==> src/shared/btscu_pkg.sv <==
// btscu_pkg: constants and types shared by the bit-test/skip/call unit
package btscu_pkg;
   // ------------------------------------------------------------
   // widths
   // ------------------------------------------------------------
   localparam int PC_W      = 10;
   localparam int FADDR_W   = 6;
   localparam int DATA_W    = 8;
   localparam int BITSEL_W  = 3;
   localparam int STACK_D   = 8;
   localparam int SP_W      = 3;
   // ------------------------------------------------------------
   // reset values
   // ------------------------------------------------------------
   localparam logic [PC_W-1:0] PC_RST = 10'h000;
   localparam logic [SP_W-1:0] SP_RST = 3'h0;
   // ------------------------------------------------------------
   // operations presented by the decoder
   // ------------------------------------------------------------
   typedef enum logic [2:0] {
      BTSCU_OP_NONE,
      BTSCU_OP_TEST_BIT_SKIP_IF_CLEAR,
      BTSCU_OP_TEST_BIT_SKIP_IF_SET,
      BTSCU_OP_CALL,
      BTSCU_OP_CALL_VIA_ACCUMULATOR
   } btscu_op_t;
endpackage : btscu_pkg

==> src/rtl/btscu_core.sv <==
// btscu_core: execution of bit-test skips and subroutine calls
`timescale 1ns/10ps
module btscu_core #(
   parameter int STACK_DEPTH = 8
) (
   input  wire logic                              clk,
   input  wire logic                              arst_n,
   input  wire btscu_pkg::btscu_op_t              op,
   input  wire logic                              op_valid,
   input  wire logic [btscu_pkg::FADDR_W-1:0]     file_addr,
   input  wire logic [btscu_pkg::BITSEL_W-1:0]    bit_sel,
   input  wire logic [btscu_pkg::DATA_W-1:0]      call_addr,
   input  wire logic [btscu_pkg::DATA_W-1:0]      file_rdata,
   input  wire logic [btscu_pkg::DATA_W-1:0]      accumulator,
   input  wire logic [btscu_pkg::DATA_W-1:0]      program_counter_high_buffer,
   input  wire logic [btscu_pkg::DATA_W-1:0]      table_high_pointer,
   output logic      [btscu_pkg::FADDR_W-1:0]     file_raddr,
   output logic      [btscu_pkg::PC_W-1:0]        pc,
   output logic                                   fetch_squash,
   output logic                                   busy,
   output logic      [btscu_pkg::SP_W-1:0]        stack_ptr,
   output logic      [btscu_pkg::PC_W-1:0]        stack_top
);
   localparam int PW = btscu_pkg::PC_W;

   typedef enum logic [1:0] {BTSCU_EXEC, BTSCU_SKIP, BTSCU_CALL2} btscu_state_t;

   // ------------------------------------------------------------
   // parameter checks
   // ------------------------------------------------------------
   // pointer width comes from the package, so the depth must fill it
   if (STACK_DEPTH != (1 << btscu_pkg::SP_W)) begin : g_bad_depth
      $error("btscu_core: STACK_DEPTH must equal 2**SP_W");
   end
   // call targets splice exactly two high bits above a byte
   if (PW != btscu_pkg::DATA_W + 2) begin : g_bad_pc_w
      $error("btscu_core: PC_W must be DATA_W plus two");
   end

   // ------------------------------------------------------------
   // helpers
   // ------------------------------------------------------------
   // low two bits of a high register above an 8-bit address
   function automatic logic [PW-1:0] btscu_call_target(
      input logic [btscu_pkg::DATA_W-1:0] hi,
      input logic [btscu_pkg::DATA_W-1:0] lo
   );
      return {hi[PW-btscu_pkg::DATA_W-1:0], lo};
   endfunction : btscu_call_target

   btscu_state_t                    state_r;
   logic [PW-1:0]                   pc_r;
   logic                            squash_r;
   logic                            busy_r;
   logic [btscu_pkg::FADDR_W-1:0]   raddr_r;
   logic [btscu_pkg::SP_W-1:0]      sp_w;
   logic [PW-1:0]                   top_w;
   logic [btscu_pkg::SP_W-1:0]      sp_r;
   logic [PW-1:0]                   top_r;
   logic                            tbit;
   logic                            take_skip;
   logic                            is_call;
   logic                            push;
   logic [PW-1:0]                   target;
   logic [PW-1:0]                   ret_addr;

   // ------------------------------------------------------------
   // decode
   // ------------------------------------------------------------
   // bit selected from file data
   assign tbit = file_rdata[bit_sel];

   always_comb begin
      take_skip = 1'b0;
      is_call   = 1'b0;
      target    = pc_r + 1'b1;
      if (op_valid && state_r == BTSCU_EXEC) begin
         unique case (op)
            btscu_pkg::BTSCU_OP_TEST_BIT_SKIP_IF_CLEAR: take_skip = ~tbit;
            btscu_pkg::BTSCU_OP_TEST_BIT_SKIP_IF_SET:   take_skip = tbit;
            btscu_pkg::BTSCU_OP_CALL: begin
               is_call = 1'b1;
               target  = btscu_call_target(program_counter_high_buffer, call_addr);
            end
            btscu_pkg::BTSCU_OP_CALL_VIA_ACCUMULATOR: begin
               is_call = 1'b1;
               target  = btscu_call_target(table_high_pointer, accumulator);
            end
            btscu_pkg::BTSCU_OP_NONE: ;
            // undefined op codes behave as no operation
            default: ;
         endcase
      end
   end

   // push return address once per call
   assign push = is_call;
   // return address is the word after the call
   assign ret_addr = pc_r + 1'b1;

   btscu_stack #(
      .DEPTH (STACK_DEPTH),
      .AW    (btscu_pkg::SP_W),
      .DW    (PW)
   ) u_stack (
      .clk       (clk),
      .arst_n    (arst_n),
      .push      (push),
      .push_data (ret_addr),
      .sp        (sp_w),
      .top       (top_w)
   );

   // ------------------------------------------------------------
   // sequencing
   // ------------------------------------------------------------
   // extra cycle for taken skip and for calls
   always_ff @(posedge clk or negedge arst_n) begin
      if (!arst_n) begin
         state_r <= BTSCU_EXEC;
      end else begin
         unique case (state_r)
            BTSCU_EXEC: begin
               if (take_skip) begin
                  state_r <= BTSCU_SKIP;
               end else if (is_call) begin
                  state_r <= BTSCU_CALL2;
               end
            end
            // one slot spent on the no-operation
            BTSCU_SKIP: begin
               state_r <= BTSCU_EXEC;
            end
            BTSCU_CALL2: begin
               state_r <= BTSCU_EXEC;
            end
         endcase
      end
   end

   // pc steps through the discarded slot; calls load target
   always_ff @(posedge clk or negedge arst_n) begin
      if (!arst_n) begin
         pc_r <= btscu_pkg::PC_RST;
      end else begin
         unique case (state_r)
            BTSCU_EXEC: begin
               pc_r <= target;
            end
            BTSCU_SKIP: begin
               pc_r <= pc_r + 1'b1;
            end
            // no fetch stall model: the call target simply waits a cycle
            BTSCU_CALL2: begin
               pc_r <= pc_r;
            end
         endcase
      end
   end

   always_ff @(posedge clk or negedge arst_n) begin
      if (!arst_n) begin
         squash_r <= 1'b0;
      end else begin
         squash_r <= take_skip | is_call;
      end
   end

   // busy flags the second cycle, in which state_r refuses a new op
   always_ff @(posedge clk or negedge arst_n) begin
      if (!arst_n) begin
         busy_r <= 1'b0;
      end else begin
         busy_r <= take_skip | is_call;
      end
   end

   // ------------------------------------------------------------
   // registered echoes
   // ------------------------------------------------------------
   // every output leaves a flip-flop, so the echoes lag one cycle
   always_ff @(posedge clk or negedge arst_n) begin
      if (!arst_n) begin
         raddr_r <= '0;
      end else begin
         raddr_r <= file_addr;
      end
   end

   always_ff @(posedge clk or negedge arst_n) begin
      if (!arst_n) begin
         sp_r <= btscu_pkg::SP_RST;
      end else begin
         sp_r <= sp_w;
      end
   end

   always_ff @(posedge clk or negedge arst_n) begin
      if (!arst_n) begin
         top_r <= '0;
      end else begin
         top_r <= top_w;
      end
   end

   // ------------------------------------------------------------
   // outputs
   // ------------------------------------------------------------

   assign pc           = pc_r;
   assign fetch_squash = squash_r;
   assign busy         = busy_r;
   assign file_raddr   = raddr_r;
   assign stack_ptr    = sp_r;
   assign stack_top    = top_r;
endmodule : btscu_core

==> src/rtl/btscu_stack.sv <==
// btscu_stack: return address stack in flip-flops
`timescale 1ns/10ps
module btscu_stack #(
   parameter int DEPTH = 8,
   parameter int AW    = 3,
   parameter int DW    = 10
) (
   input  wire logic          clk,
   input  wire logic          arst_n,
   input  wire logic          push,
   input  wire logic [DW-1:0] push_data,
   output logic      [AW-1:0] sp,
   output logic      [DW-1:0] top
);
   logic [DW-1:0] mem_r [DEPTH];
   logic [AW-1:0] sp_r;

   // wrap on overflow relies on the pointer covering every entry
   if (DEPTH != (1 << AW)) begin : g_bad_depth
      $error("btscu_stack: DEPTH must equal 2**AW");
   end

   // ------------------------------------------------------------
   // storage
   // ------------------------------------------------------------
   genvar g;
   generate
      for (g = 0; g < DEPTH; g++) begin : g_ent
         always_ff @(posedge clk or negedge arst_n) begin
            if (!arst_n) begin
               mem_r[g] <= '0;
            end else if (push && (sp_r == AW'(g))) begin
               mem_r[g] <= push_data;
            end
         end
      end
   endgenerate

   // pointer up after write; wraps on overflow
   always_ff @(posedge clk or negedge arst_n) begin
      if (!arst_n) begin
         sp_r <= AW'(btscu_pkg::SP_RST);
      end else if (push) begin
         sp_r <= sp_r + 1'b1;
      end
   end

   assign sp  = sp_r;
   assign top = mem_r[sp_r - 1'b1];
endmodule : btscu_stack

==> config.mk <==
export PLATFORM = sky130hd
export DESIGN_NAME = btscu_core
export DESIGN_NICKNAME = d
export VERILOG_FILES = /design/src/shared/btscu_pkg.sv /design/src/rtl/btscu_core.sv /design/src/rtl/btscu_stack.sv
export SDC_FILE = /design/constraint.sdc
export NUM_CORES = 1
export LEC_CHECK = 0
export BUFFER_PORTS_ARGS = -buffer_cell sky130_fd_sc_hd__buf_2
export CORE_MARGIN = 2
export CORE_UTILIZATION = 30
export DETAILED_ROUTE_END_ITERATION = 10
export MAX_ROUTING_LAYER = met4
export PLACE_DENSITY = 0.47
export SLEW_MARGIN = 20
export SYNTH_ARGS = -nofsm -noshare
export SYNTH_HDL_FRONTEND = slang
export SYNTH_SLANG_ARGS = --single-unit
==> constraint.sdc <==
create_clock -name clk -period 2.25 [get_ports clk]
set_input_delay 0.45 -clock clk [delete_from_list [all_inputs] [get_ports clk]]
set_output_delay 0.45 -clock clk [all_outputs]
set_load 0.005 [all_outputs]
==> summary.md <==
| Metric | Value |
|---|---|
| Nets | `597` |
| Die X | `138 µm` |
| Crit-path cells | `inv_1 > ha_1 > and2_1 > o2111a_1 > buf_4 > mux2i_1` |
| Antenna violations before repair | `0` |
| Reg2reg path depth | `6` |
| Gpl congestion | `0.778` |
| Ranking of synthesized cells by area | `dfrtp_1, mux4_2, a21oi_1` |
| Max stage delay on crit path | `0.42 ns` |
| Top cell type's share of synthesized area | `0.533` |
| Wire per inst | `16.4 µm` |
| Number of diodes | `0` |
| R2r startpoint | `state_r[0]` |
| Max Cap Viol | `0` |
| I/O pin cnt | `86` |
| Synth Instances | `444` |
| Clock Path Buffers | `2` |
| P&R area growth vs syn | `24.4%` |
| Critical path arrival | `2.38 ns` |
| Vias per inst | `4.79` |
| Syn_nets | `510` |
| DRT antenna net count | `0` |
| DPL Wire Length | `8470 µm` |
| Util after Layout | `0.378` |
| Slew headroom | `0.651` |
| Worst Skew | `0.00597 ns` |
| Critical path's slowest cell | `and2_1` |
| Overflow after GRT | `0` |
| Sequential-to-total area share from yosys stat | `0.533` |
| Yosys reg bits | `115` |
| Clk sinks | `115` |
| H-tree depth | `4` |
| CP required | `2.59 ns` |
| Setup bufs post-CTS | `0` |
| Filler Cell Count | `1748` |
| Clock Latency Late Sink | `0.41 ns` |
| Vias in the first global route | `4024` |
| Worst vdd ir | `0.642 mV` |
| Cell count after placement | `741` |
| Final Non-Filler Cells | `773` |
| Primary FF master, synth | `dfrtp_1` |
| Number of synthesized flops with an enable pin | `0` |
| RSZ-0062 raised after global routing | `no` |
| Mean Syn Cell Area | `12.2 µm²` |
| Worst setup SP type | `flip-flop` |
| Layout cells sized above 1 | `0.340` |
| First-pass DRT Iterations | `4` |
| Final period utilization | `0.910` |
| Port Buffers | `73` |
| Worst-path fanout max | `17` |
| Initial Utilization | `0.303` |
| Tmin final | `2.05 ns` |
| CTS Hold Bufs | `0` |
| Pwr dens | `1470 nW/µm²` |
| Die Span Y | `138 µm` |
| Vias | `3706` |
| CTS tree | `done` |
| Synth cell types | `46` |
| CTS buffer count | `17` |
| Final WL | `12700 µm` |
| Max Slew Vio Count | `0` |
| Hold Fails Final Rpt | `0` |
| # DRC | `0` |
| Final setup TNS | `0 ns` |
| Most frequent cell after synthesis | `dfrtp_1` |
| Worst r2r dst | `u_stack.mem_r[60]` |
| Status | `complete, no violations` |
| Synth cell count leaders | `dfrtp_1, nor2_1, a21oi_1` |
| Post-cts resize count | `0` |
| Crit Path Category | `flip-flop to flip-flop` |
| Root buf cell | `clkbuf_16` |
| Row count | `49` |
| Worst Tran Pin Value | `0.524 ns` |
| Final count of negative-setup-slack endpoints | `0` |
| Largest net degree at the start of global routing | `39` |
| Worst R2R Setup Slack | `0.20 ns` |
| DR iter-0 viols | `132` |
| Synthesized area | `5400 µm²` |
| FMAX | `489 MHz` |
| Worst-path clk slew | `0.05 ns` |
| First-pass GRT wire length | `21200 µm` |
| Die Area | `19100 µm²` |
| Static Leak | `3.08 nW` |
| Hold WC Path Type | `primary input to async pin` |
| Synth async-reset ratio | `1.00` |
| Number of synthesis warnings | `0` |
| Total Routing Usage GR | `0.146` |
| Crit end category | `flip-flop` |
| Yosys top cell by area | `dfrtp_1` |
| Core ar. | `17800 µm²` |
[layout by cell type (no fill, tap or decap), drive strengths merged, types with 6 or more instances in the layout]
cell type    n
o21ai       29
mux2i        9
nand2       29
clkbuf      22
o21a         6
nor2        50
clkinv       6
nand3        6
a21oi       52
o2111a       6
ha          11
a22oi        7
mux2        19
buf         99
mux4        22
inv         13
dfrtp      115
[cells by family after synthesis]
family / synth area share
compound gates: 0.143
xor+xnor: 0.0128
fa+ha+maj: 0.0255
buf+inv: 0.0524
flops: 0.533
mux: 0.151
simple gates: 0.0821
[final cells by class]
type	count	area (µm²)	area share
sequential	115	2880	0.429
multi-input combinational	285	2230	0.333
timing repair buffer	99	638	0.0950
clock buffer	22	474	0.0706
tap	229	287	0.0427
clock inverter	10	154	0.0229
inverter	13	48.8	0.00727
[stage by stage]
stage | hold WS, ns | area, µm² | setup WS [ns] | total power, mW
floorplan | 0.154 | 5400 | 0.00727 | 5.80
global placement | 0.458 | 6090 | 0.262 | 6.99
detailed placement | 0.466 | 6090 | 0.213 | 7.10
CTS | 0.0267 | 6710 | 0.187 | 10.0
global route | 0.0462 | 6710 | 0.0336 | 10.6
finish | 0.0188 | 6710 | 0.203 | 9.89
[per-layer routing]
metal	wire, µm	GRT usage
met5	0	-
met4	167	0.0564
met3	380	0.0322
met2	5990	0.225
met1	6170	0.190
[where the power goes]
part           leakage, nW  total (mW)  switching (mW)  internal [mW]
combinational         1.31        3.67            1.85           1.82
clock                0.314        2.86           0.931           1.93
sequential            1.46        3.36           0.487           2.88
[how the worst max path moves through the flow]
stage / start / end / slack, ns
floorplan: u_stack.sp[0] / stack_top[9] / 0.007
global placement: state_r[0] / u_stack.mem_r[73] / 0.26
detailed placement: op[2] / state_r[1] / 0.21
CTS: state_r[0] / u_stack.mem_r[60] / 0.19
global route: state_r[0] / u_stack.mem_r[66] / 0.03
finish: state_r[0] / u_stack.mem_r[60] / 0.20
[sequential cells by signal, indices dropped and copies added, names as in the netlist]
register       cells
state_r            2
busy               1
stack_ptr          3
stack_top         10
u_stack.mem_r     80
file_raddr         6
u_stack.sp         3
pc                10
[worst max-delay path: cells and delay by family, from the launching register on]
kind / cells / cell delay [ns]
compound gates: 1 / 0.32
fa+ha+maj: 1 / 0.27
buf+inv: 2 / 0.37
flops: 1 / 0.39
mux: 1 / 0.21
simple gates: 1 / 0.42
Note: power is estimated with default switching activity, not from simulation.
